## src/core/lss_defs.vh

```
`ifndef LSS_DEFS_VH
`define LSS_DEFS_VH

// ********************************
// register offsets
// ********************************
`define LSS_ADR_PAGE       12'h008
`define LSS_ADR_IRQEN0     12'h021
`define LSS_ADR_IRQEN1     12'h022
`define LSS_ADR_IRQST0     12'h025
`define LSS_ADR_IRQST1     12'h026
`define LSS_ADR_WINDOW     12'h034
`define LSS_ADR_SNAP_ERR   12'h038
`define LSS_ADR_SNAP_FLG   12'h039
`define LSS_ADR_CTRL       12'h03A
`define LSS_ADR_STATUS     12'h03B
`define LSS_ADR_CUR_ERR    12'h03C
`define LSS_ADR_SIDE       12'h03D
`define LSS_ADR_DEV_SC     12'h301
`define LSS_ADR_DEL0       12'h304
`define LSS_ADR_DEL1       12'h305
`define LSS_ADR_VAR0       12'h306
`define LSS_ADR_VAR1       12'h307
`define LSS_ADR_LINK_SC    12'h458

// ********************************
// field positions
// ********************************
`define LSS_CTRL_EN        7
`define LSS_CTRL_ARM       6
`define LSS_CTRL_CLR       5
`define LSS_ST_BUSY        7
`define LSS_ST_LOCK        3
`define LSS_ST_ROT         2
`define LSS_ST_WLIM        1
`define LSS_ST_TRIP        0
`define LSS_SIDE_HIGH      7
`define LSS_SIDE_LOW       6

// ********************************
// codes and reset values
// ********************************
`define LSS_MODE_ONESHOT   4'h1
`define LSS_MODE_CONT      4'h2
`define LSS_MODE_MONITOR   4'h9
`define LSS_SC_ONE         3'h1
`define LSS_PAGE_RST       8'h03
`define LSS_RBD_MAX        8'h0A
`define LSS_ROT_CYC        4'h8

`endif

```

## src/core/lss_sync.v

```verilog
// Summary of operation
// - continuous mode 0x2 checks phase on every alignment edge, subclass 1 only
// - continuous mode needs no arming; first edge after enable is checked
// - alignment edges are ignored while a clock rotation is underway
// - every pulse is checked, rotation only when error exceeds tolerance
// - arm bit self-clears on an alignment edge; harmless in continuous mode
// - mode 0x9 aligns on first armed edge, later edges only measure
// - current phase error field reads zero after alignment, updates per edge
// - low or high side flag set when error exceeds window tolerance
// - on alignment, last error and side flags copied to snapshot registers
// - host picks mode, window, then enable; arm afterwards in one-shot
// - busy high while processing; lock and window-limit updated per check
// - sticky rotate and trip bits, cleared only by clear-sticky write
// - mode field decodes 0x1 one-shot, 0x2 continuous, 0x9 monitor
// - window codes 0..3 give half, one, two, three dac clocks tolerance
// - lock, rotate, trip, window-limit raise per-converter interrupt events
// - subclass 0 and 1 supported, subclass 2 is not
// - subclass 0 needs no sysref; converters stay aligned to each other
// - each link gets a local lmfc delayed modulo multiframe from aligned lmfc
// - receive buffer delay programmable 0 to 10 processing clocks
// - one-shot mode checks first armed edge, rotates only beyond window
// - sysref active high, sampled on rising device clock edge
// - each converter owns an lmfc; aligned to pclk or sysref by subclass
`timescale 1ns/100ps
`default_nettype none
`include "lss_defs.vh"

module lss_sync #(
  parameter LMFC_K    = 32,
  parameter FRAME_CYC = 2,
  parameter PCLK_CYC  = 4
) (
  // clock and reset
  input  wire        clk_i,
  input  wire        reset_n_i,
  // register port
  input  wire [11:0] reg_addr_i,
  input  wire        reg_wr_i,
  input  wire        reg_rd_i,
  input  wire [7:0]  reg_wdata_i,
  output reg  [7:0]  reg_rdata_o,
  // alignment input
  input  wire        sysref_i,
  // lmfc, buffer release and interrupt
  output wire [1:0]  lmfc_o,
  output wire [1:0]  lmfc_rx_o,
  output wire [1:0]  rbd_release_o,
  output wire        irq_o
);

  // widths fixed here so products and remainders stay in range
  localparam          PW        = 12;
  localparam [31:0]   LMFC_CYC  = LMFC_K * FRAME_CYC;
  localparam [31:0]   K_32      = LMFC_K;
  localparam [31:0]   FRAME_32  = FRAME_CYC;
  localparam [31:0]   PCLK_32   = PCLK_CYC;
  localparam [PW-1:0] LMFC_W    = LMFC_CYC[PW-1:0];
  localparam [PW-1:0] LMFC_LAST = LMFC_W - {{(PW-1){1'b0}}, 1'b1};
  localparam [PW-1:0] LMFC_HALF = {1'b0, LMFC_W[PW-1:1]};
  localparam [PW-1:0] PCLK_W    = PCLK_32[PW-1:0];
  localparam [PW-1:0] PCLK_LAST = PCLK_W - {{(PW-1){1'b0}}, 1'b1};
  localparam [PW-1:0] FRAME_W   = FRAME_32[PW-1:0];
  localparam [7:0]    K_W       = K_32[7:0];
  localparam ST_IDLE = 1'b0;
  localparam ST_ROT  = 1'b1;

  // ********************************
  // decode helper
  // ********************************
  function hit;
    input [11:0] a;
    input [11:0] ref_a;
    begin
      hit = (a == ref_a);
    end
  endfunction

  // side flags: bit7 just past the boundary, bit6 before it
  function [1:0] side_code;
    input over;
    input late;
    begin
      side_code = over ? {late, !late} : 2'b00;
    end
  endfunction

  // ********************************
  // configuration registers
  // ********************************
  reg  [7:0] page_ff;
  reg  [7:0] irq_en_ff [0:1];
  reg  [2:0] window_ff;
  reg  [3:0] align_mode_sel_ff;
  reg        align_en_ff;
  reg        align_arm_ff;
  reg  [2:0] dev_sc_ff;
  reg  [2:0] link_sc_ff;
  reg  [7:0] lmfc_del_ff [0:1];
  reg  [7:0] lmfc_var_ff [0:1];
  wire       wr_ctrl = reg_wr_i && hit(reg_addr_i, `LSS_ADR_CTRL);
  wire       clear_sticky_flags = wr_ctrl && reg_wdata_i[`LSS_CTRL_CLR];

  always @(posedge clk_i) begin
    if (!reset_n_i) begin
      page_ff      <= `LSS_PAGE_RST;
      irq_en_ff[0] <= 8'h00;
      irq_en_ff[1] <= 8'h00;
      window_ff    <= 3'h0;
      dev_sc_ff    <= 3'h0;
      link_sc_ff   <= 3'h0;
      lmfc_del_ff[0] <= 8'h00;
      lmfc_del_ff[1] <= 8'h00;
      lmfc_var_ff[0] <= 8'h00;
      lmfc_var_ff[1] <= 8'h00;
    end else if (reg_wr_i) begin
      if (hit(reg_addr_i, `LSS_ADR_PAGE))   page_ff      <= reg_wdata_i;
      if (hit(reg_addr_i, `LSS_ADR_IRQEN0)) irq_en_ff[0] <= reg_wdata_i;
      if (hit(reg_addr_i, `LSS_ADR_IRQEN1)) irq_en_ff[1] <= reg_wdata_i;
      if (hit(reg_addr_i, `LSS_ADR_WINDOW)) window_ff    <= reg_wdata_i[2:0];
      if (hit(reg_addr_i, `LSS_ADR_DEV_SC)) dev_sc_ff    <= reg_wdata_i[2:0];
      if (hit(reg_addr_i, `LSS_ADR_LINK_SC)) link_sc_ff  <= reg_wdata_i[7:5];
      if (hit(reg_addr_i, `LSS_ADR_DEL0))   lmfc_del_ff[0] <= reg_wdata_i;
      if (hit(reg_addr_i, `LSS_ADR_DEL1))   lmfc_del_ff[1] <= reg_wdata_i;
      if (hit(reg_addr_i, `LSS_ADR_VAR0))   lmfc_var_ff[0] <= reg_wdata_i;
      if (hit(reg_addr_i, `LSS_ADR_VAR1))   lmfc_var_ff[1] <= reg_wdata_i;
    end
  end

  // subclass 2 is not supported and falls back to the internal edge
  wire sc_one = (dev_sc_ff == `LSS_SC_ONE);

  // ********************************
  // alignment edge sources
  // ********************************
  reg  sysref_s1_ff;
  reg  sysref_s2_ff;
  reg  sysref_s3_ff;
  reg  [PW-1:0] pclk_cnt_ff;
  wire pclk_tick = (pclk_cnt_ff == PCLK_LAST);

  always @(posedge clk_i) begin
    if (!reset_n_i) begin
      sysref_s1_ff <= 1'b0;
      sysref_s2_ff <= 1'b0;
      sysref_s3_ff <= 1'b0;
      pclk_cnt_ff  <= {PW{1'b0}};
    end else begin
      sysref_s1_ff <= sysref_i;
      sysref_s2_ff <= sysref_s1_ff;
      sysref_s3_ff <= sysref_s2_ff;
      pclk_cnt_ff  <= pclk_tick ? {PW{1'b0}} : pclk_cnt_ff + 1'b1;
    end
  end

  // subclass 0 aligns to the processing clock, no sysref pin needed
  wire align_edge = sc_one ? (sysref_s2_ff & ~sysref_s3_ff) : pclk_tick;

  // ********************************
  // sync machine
  // ********************************
  reg        state_ff;
  reg  [3:0] rot_cnt_ff;
  reg        monitor_ff;
  wire [PW-1:0] pos0;
  wire [PW-1:0] pos1;
  wire [PW-1:0] meas_pos = page_ff[0] ? pos0 : pos1;
  wire       is_oneshot = (align_mode_sel_ff == `LSS_MODE_ONESHOT);
  wire       is_cont    = (align_mode_sel_ff == `LSS_MODE_CONT);
  wire       is_mon     = (align_mode_sel_ff == `LSS_MODE_MONITOR);
  // edges during a rotation are dropped, not queued
  wire       edge_ok = align_edge && align_en_ff && (state_ff == ST_IDLE);
  wire       do_check = edge_ok && ((is_cont && sc_one) ||
                                    ((is_oneshot || is_mon) && align_arm_ff) ||
                                    (is_mon && monitor_ff));
  wire       late_side = (meas_pos <= LMFC_HALF);
  wire [PW-1:0] err_full = late_side ? meas_pos : (LMFC_W - meas_pos);
  wire [3:0] phase_error_value = (err_full > 12'h00F) ? 4'hF : err_full[3:0];
  wire       beyond = (window_ff == 3'h0) ? (phase_error_value != 4'h0)
                                          : ({1'b0, phase_error_value} > {2'b00, window_ff});
  wire       first_mon = is_mon && align_arm_ff;
  wire       rotate = do_check && (first_mon ? (phase_error_value != 4'h0)
                                             : (beyond && !is_mon));

  reg  [3:0] cur_err_ff;
  reg  [1:0] side_ff;
  reg  [3:0] snap_err_ff;
  reg  [1:0] snap_flg_ff;
  reg        lock_ff;
  reg        wlim_ff;
  reg        rotation_done_flag_ff;
  reg        phase_checked_flag_ff;

  always @(posedge clk_i) begin
    if (!reset_n_i) begin
      state_ff     <= ST_IDLE;
      rot_cnt_ff   <= 4'h0;
      monitor_ff   <= 1'b0;
      align_mode_sel_ff <= 4'h0;
      align_en_ff  <= 1'b0;
      align_arm_ff <= 1'b0;
      cur_err_ff   <= 4'h0;
      side_ff      <= 2'b00;
      snap_err_ff  <= 4'h0;
      snap_flg_ff  <= 2'b00;
      lock_ff      <= 1'b0;
      wlim_ff      <= 1'b0;
      rotation_done_flag_ff <= 1'b0;
      phase_checked_flag_ff <= 1'b0;
    end else begin
      if (wr_ctrl) begin
        align_mode_sel_ff <= reg_wdata_i[3:0];
        align_en_ff       <= reg_wdata_i[`LSS_CTRL_EN];
        if (!reg_wdata_i[`LSS_CTRL_EN]) monitor_ff <= 1'b0;
      end
      // arm clears on any edge taken while enabled and not rotating; a same-cycle write re-arms
      if (wr_ctrl && reg_wdata_i[`LSS_CTRL_ARM])
        align_arm_ff <= 1'b1;
      else if (edge_ok)
        align_arm_ff <= 1'b0;
      case (state_ff)
        ST_IDLE: begin
          if (rotate) begin
            state_ff   <= ST_ROT;
            rot_cnt_ff <= `LSS_ROT_CYC;
          end
        end
        ST_ROT: begin
          rot_cnt_ff <= rot_cnt_ff - 4'h1;
          if (rot_cnt_ff == 4'h1) state_ff <= ST_IDLE;
        end
        default: state_ff <= ST_IDLE;
      endcase
      if (do_check) begin
        if (first_mon) monitor_ff <= 1'b1;
        lock_ff    <= !beyond;
        wlim_ff    <= beyond;
        cur_err_ff <= rotate ? 4'h0 : phase_error_value;
        side_ff    <= side_code(beyond, late_side);
        if (rotate) begin
          snap_err_ff <= phase_error_value;
          snap_flg_ff <= side_code(beyond, late_side);
        end
      end
      // set wins over a same-cycle clear
      if (rotate) rotation_done_flag_ff <= 1'b1;
      else if (clear_sticky_flags) rotation_done_flag_ff <= 1'b0;
      if (do_check) phase_checked_flag_ff <= 1'b1;
      else if (clear_sticky_flags) phase_checked_flag_ff <= 1'b0;
    end
  end

  wire busy = (state_ff == ST_ROT) || (align_en_ff && align_arm_ff);

  // ********************************
  // per-converter lmfc and interrupt status
  // ********************************
  wire [PW*2-1:0] pos_all;
  wire [7:0]      irq_st0;
  wire [7:0]      irq_st1;
  wire [1:0]      irq_hit;
  assign pos0 = pos_all[PW-1:0];
  assign pos1 = pos_all[PW*2-1:PW];

  genvar c;
  generate
    for (c = 0; c < 2; c = c + 1) begin : gen_conv
      reg  [PW-1:0] pos_ff;
      reg  [3:0]    irq_st_ff;
      wire [3:0]    ev = {do_check & !beyond, rotate,
                          do_check & beyond, do_check};
      wire          paged = page_ff[c];
      wire          w1c = reg_wr_i && hit(reg_addr_i, c ? `LSS_ADR_IRQST1 : `LSS_ADR_IRQST0);
      always @(posedge clk_i) begin
        if (!reset_n_i) begin
          pos_ff    <= {PW{1'b0}};
          irq_st_ff <= 4'h0;
        end else begin
          // the edge cycle is phase zero, so rotation lands on one
          if (rotate && paged)
            pos_ff <= {{(PW-1){1'b0}}, 1'b1};
          else
            pos_ff <= (pos_ff == LMFC_LAST) ? {PW{1'b0}} : pos_ff + 1'b1;
          irq_st_ff <= (irq_st_ff & ~(w1c ? reg_wdata_i[3:0] : 4'h0)) |
                       (paged ? ev : 4'h0);
        end
      end
      assign pos_all[PW*c+PW-1:PW*c] = pos_ff;
      assign lmfc_o[c]  = (pos_ff == {PW{1'b0}});
      assign irq_hit[c] = |(irq_st_ff & irq_en_ff[c][3:0]);
      if (c == 0) begin : gen_s0
        assign irq_st0 = {4'h0, irq_st_ff};
      end else begin : gen_s1
        assign irq_st1 = {4'h0, irq_st_ff};
      end
    end
  endgenerate

  assign irq_o = |irq_hit;

  // ********************************
  // per-link local lmfc and buffer delay
  // ********************************
  genvar l;
  generate
    for (l = 0; l < 2; l = l + 1) begin : gen_link
      reg  [PW-1:0] rbd_cnt_ff;
      reg           rx_ff;
      reg           rel_ff;
      // both links count from converter 0's aligned phase
      wire [7:0]    del_mod = lmfc_del_ff[l] % K_W;
      wire [PW-1:0] rx_pos  = {{(PW-8){1'b0}}, del_mod} * FRAME_W;
      wire [7:0]    var_cap = (lmfc_var_ff[l] > `LSS_RBD_MAX) ? `LSS_RBD_MAX
                                                             : lmfc_var_ff[l];
      wire          rx_edge = (pos0 == rx_pos);
      always @(posedge clk_i) begin
        if (!reset_n_i) begin
          rbd_cnt_ff <= {PW{1'b0}};
          rx_ff      <= 1'b0;
          rel_ff     <= 1'b0;
        end else begin
          rx_ff  <= rx_edge;
          rel_ff <= 1'b0;
          if (rx_edge) begin
            if (var_cap == 8'h00) rel_ff <= 1'b1;
            rbd_cnt_ff <= {{(PW-8){1'b0}}, var_cap} * PCLK_W;
          end else if (rbd_cnt_ff != {PW{1'b0}}) begin
            rbd_cnt_ff <= rbd_cnt_ff - 1'b1;
            if (rbd_cnt_ff == {{(PW-1){1'b0}}, 1'b1}) rel_ff <= 1'b1;
          end
        end
      end
      assign lmfc_rx_o[l]     = rx_ff;
      assign rbd_release_o[l] = rel_ff;
    end
  endgenerate

  // ********************************
  // register readback
  // ********************************
  always @(posedge clk_i) begin
    if (!reset_n_i) begin
      reg_rdata_o <= 8'h00;
    end else if (reg_rd_i) begin
      case (reg_addr_i)
        `LSS_ADR_PAGE:     reg_rdata_o <= page_ff;
        `LSS_ADR_IRQEN0:   reg_rdata_o <= irq_en_ff[0];
        `LSS_ADR_IRQEN1:   reg_rdata_o <= irq_en_ff[1];
        `LSS_ADR_IRQST0:   reg_rdata_o <= irq_st0;
        `LSS_ADR_IRQST1:   reg_rdata_o <= irq_st1;
        `LSS_ADR_WINDOW:   reg_rdata_o <= {5'h00, window_ff};
        `LSS_ADR_SNAP_ERR: reg_rdata_o <= {4'h0, snap_err_ff};
        `LSS_ADR_SNAP_FLG: reg_rdata_o <= {snap_flg_ff, 6'h00};
        `LSS_ADR_CTRL:     reg_rdata_o <= {align_en_ff, align_arm_ff, 2'b00, align_mode_sel_ff};
        `LSS_ADR_STATUS:   reg_rdata_o <= {busy, 3'b000, lock_ff, rotation_done_flag_ff,
                                           wlim_ff, phase_checked_flag_ff};
        `LSS_ADR_CUR_ERR:  reg_rdata_o <= {4'h0, cur_err_ff};
        `LSS_ADR_SIDE:     reg_rdata_o <= {side_ff, 6'h00};
        `LSS_ADR_DEV_SC:   reg_rdata_o <= {5'h00, dev_sc_ff};
        `LSS_ADR_DEL0:     reg_rdata_o <= lmfc_del_ff[0];
        `LSS_ADR_DEL1:     reg_rdata_o <= lmfc_del_ff[1];
        `LSS_ADR_VAR0:     reg_rdata_o <= lmfc_var_ff[0];
        `LSS_ADR_VAR1:     reg_rdata_o <= lmfc_var_ff[1];
        `LSS_ADR_LINK_SC:  reg_rdata_o <= {link_sc_ff, 5'h00};
        default:           reg_rdata_o <= 8'h00;
      endcase
    end
  end

endmodule // lss_sync

`default_nettype wire

```

## config.mk

```make
export PLATFORM = sky130hd
export DESIGN_NAME = lss_sync
export DESIGN_NICKNAME = d
export VERILOG_FILES = /design/src/core/lss_sync.v
export VERILOG_INCLUDE_DIRS = /design/src /design/src/core
export SDC_FILE = /design/constraint.sdc
export NUM_CORES = 1
export LEC_CHECK = 0
export ABC_CLOCK_PERIOD_IN_PS = 7150
export BUFFER_PORTS_ARGS = -buffer_cell sky130_fd_sc_hd__buf_2
export CORE_MARGIN = 3
export CORE_UTILIZATION = 50
export CTS_CLUSTER_SIZE = 40
export DETAILED_ROUTE_END_ITERATION = 10
export GPL_ROUTABILITY_DRIVEN = 0
export PLACE_DENSITY = 0.67
export SLEW_MARGIN = 10
export SYNTH_ARGS = -nofsm -noshare
export SYNTH_HDL_FRONTEND = slang
export SYNTH_SLANG_ARGS = --single-unit
```

## constraint.sdc

```tcl
create_clock -name clk_i -period 7.15 [get_ports clk_i]
set_clock_uncertainty 0.05 [all_clocks]
set_input_delay 0.3575 -clock clk_i [delete_from_list [all_inputs] [get_ports clk_i]]
set_output_delay 0.3575 -clock clk_i [all_outputs]
set_load 0.1 [all_outputs]
```

==> metrics.txt <==
IO Pins=40; period utilisation layout=0.701; nets@finish=a little over 1,000; H-tree Lvls=4; Final Hold Vio Count=0; EDFF count, synth=48; Root Buffer=clkbuf_16; Clk network pwr share=0.364; unrepaired setup endpoints after global routing=no; grt ovf=0; DR WL/cell=18.6 um; MaxCap Viol Count=0; Leakage=0.00356 uW; I/O Buffers=39; TritonCTS clock tree=yes; worst path bufs/invs=1; Reg power frac=0.457; Cell Int Power=between 1500 and 2000 uW; Die Ht=141 um; Synth cell types=80; switching pwr=around 800 uW; Top FF cell, synth=dfxtp_1; DR vias=7,417; DRC=0; hold buffer count at CTS=0; Max VDD drop=0.217 mV; Util after Layout=0.564; HPWL after DPL=around 16,000 um; Crit. End Element=flop; first-pass GRT wire length=approximately 37,000 um; Final Cell Area=9890 um^2; PD cells=257 nW/um^2; final WL=22,900 um; most used cells in the layout excluding fill and tap cells=dfxtp_1 (127), nand2_1 (114), nor2_1 (83), a21oi_1 (57), nand3_1 (54); Comb power frac=0.179; CP arrival=5300 ps; status=finished, final reports clean; Starting Density=0.517; placed cells=1,200; total track usage=0.231; Worst path max stage delay=between 800 and 900 ps; syn_nets=1,033; CP startpoint=page_ff[0]; area grow syn2layout=9.02%; TNS Setup=0 ps; Yosys reg bits=176; Post-CTS Repair Setup Buffers=0; vias in the first global route=6,771; switching part of the total=0.314; Fin Hold WS=82.4 ps; initial drt markers=664; Post-DP Area=9290 um^2; Reg2Reg Depth=14; Final Setup Violations=0; largest net degree at the start of global routing=63; FFs w/ async S/R, synth=0; clk buf depth=2; Critical Path, Cell by Cell=buf_4 -> nor4b_1 -> o211a_1 -> o21ai_0 -> mux2i_1 -> or4b_1 -> or2_2 -> ha_1 -> nor2b_1 -> o21a_1 -> o211ai_1 -> o221ai_2 -> o21a_4 -> a2111oi_2; drt via density=6.02; Levels on crit path=14; min Tclk post-route=about 5000 ps; pin slew with the least headroom to its limit=about 1100 ps; Avg Cell Area, Syn=9.13 um^2; Max Slew Vio Count=0; crit start category=flop; worst path required time=roughly 7400 ps; layout cells sized above 1=0.115; flop-to-flop setup slack=2140 ps; crit path max-delay cell type=or4b_1; Finished Layout Cells=1,232; FF-to-FF End=cur_err_ff[3]; Worst-path clk slew=70 ps; hold crit path type=in -> reg; CP Max Fanout=41; CTS Sinks=176; critical path class=reg -> reg; Critical R2R Launch=page_ff[0]; CP top delay family=simple AND/OR/NAND/NOR gates; drt pass-1 iters=10; Worst slew margin=0.271; Placement Rows=48; antenna violations before repair=0; Post-Synthesis Cells=roughly 990; achievable frequency=199 MHz; area of the core=17,500 um^2; die area=19,800 um^2; Antenna Cells=0; Seq/Total Area, Yosys=0.442; Worst-Skew Late Latency=approximately 440 ps; Mapped Area=approximately 9100 um^2; CTS resizes=0; Setup crit end=cur_err_ff[3]; Final ANT Viol Nets=0; most common cell after layout, fill and taps aside=dfxtp_1; Ys Warns=0; total CTS buffers=17; Die X=141 um
[power by group through the flow]
stage	sequential [uW]	combinational, uW	clock [uW]
global placement	1180	449	0
CTS	1160	456	937
finish	1160	456	924
detailed placement	1180	454	0
floorplan	1180	367	0
global route	1170	518	978
[area by class of cell]
type                    count  area [um^2]
inverters                  26         97.6
flip-flops and latches    176         4010
well taps                 225          282
repair buffers             45          240
multi-input cells         728         4670
fillers                  1586         7650
clock buffers              17          425
clock inverters            15          165
[worst min path at each step]
stage                            start           end  slack, ps  cells after the start
after detailed placement  sysref_s1_ff  sysref_s2_ff        380                      1
after CTS                     sysref_i  sysref_s1_ff         70                      2
after floorplan           sysref_s1_ff  sysref_s2_ff        360                      1
final                         sysref_i  sysref_s1_ff         80                      2
after global routing          sysref_i  sysref_s1_ff         70                      2
after global placement    sysref_s1_ff  sysref_s2_ff        380                      1
[layer usage]
metal	vias up	track usage	share of wire
met5	-	0	0
met4	0	0.0643	0.019
met3	33	0.0499	0.086
met2	267	0.337	0.44
met1	3499	0.346	0.46
li1	3618	-	-
[cell families after synthesis]
kind of cell	count (synthesis)	share of synthesized area
buf+inv	89	0.0448
simple gates	428	0.242
xor+xnor	60	0.0579
compound gates	196	0.159
mux	29	0.0341
flops	176	0.442
fa+ha+maj	15	0.0207
[cells in the mapped netlist (all sizes together), types with 4 or more instances]
cell type  number  area (um^2)
a211oi         22          235
a21oi          57          285
a221oi         14          123
a222oi          6         60.1
a22oi          12         95.1
a31oi          13         81.3
and2           33          206
and3           15         93.8
buf            24          163
clkbuf         39          146
dfxtp         128         2560
edfxtp         48         1440
ha             15          188
inv            25         93.8
mux2            5         56.3
mux2i          23          230
nand2         115          434
nand2b         10         62.6
nand3          54          270
nand3b          5         37.5
nand4          12         75.1
nor2           83          312
nor2b           5         31.3
nor3           31          155
nor3b           8         60.1
nor4           22          163
nor4b           7         76.3
o211ai          5         42.5
o21a            7         61.3
o21ai          21          105
o22ai           4         25.0
or2             4         25.0
or3             8         50.1
or4             8         63.8
xnor2          32          280
xor2           28          245
[state kept, by name, indices dropped and copies added (netlist names), 4 cells and up]
name / count
lmfc_del_ff: 16
lmfc_var_ff: 16
gen_conv.irq_st_ff: 8
pclk_cnt_ff: 12
gen_conv.pos_ff: 24
align_mode_sel_ff: 4
page_ff: 8
rot_cnt_ff: 4
cur_err_ff: 4
reg_rdata_o: 8
snap_err_ff: 4
gen_link.rbd_cnt_ff: 24
irq_en_ff: 16
[stage by stage]
stage / total power, uW / setup slack [ps]
after CTS: 2550 / 2190
after global routing: 2670 / 1930
after floorplan: 1540 / 2250
after detailed placement: 1640 / 2190
after global placement: 1630 / 2380
final: 2540 / 2140
[worst register-to-register path, cell delays in order, from the launching register on]
cell	delay [ps]
dfxtp_2	500
buf_4	400
nor4b_1	370
o211a_1	250
o21ai_0	100
mux2i_1	150
or4b_1	830
or2_2	410
ha_1	290
nor2b_1	140
o21a_1	160
o211ai_1	290
o221ai_2	160
o21a_4	410
a2111oi_2	410
(Power assumes the default switching activity.)
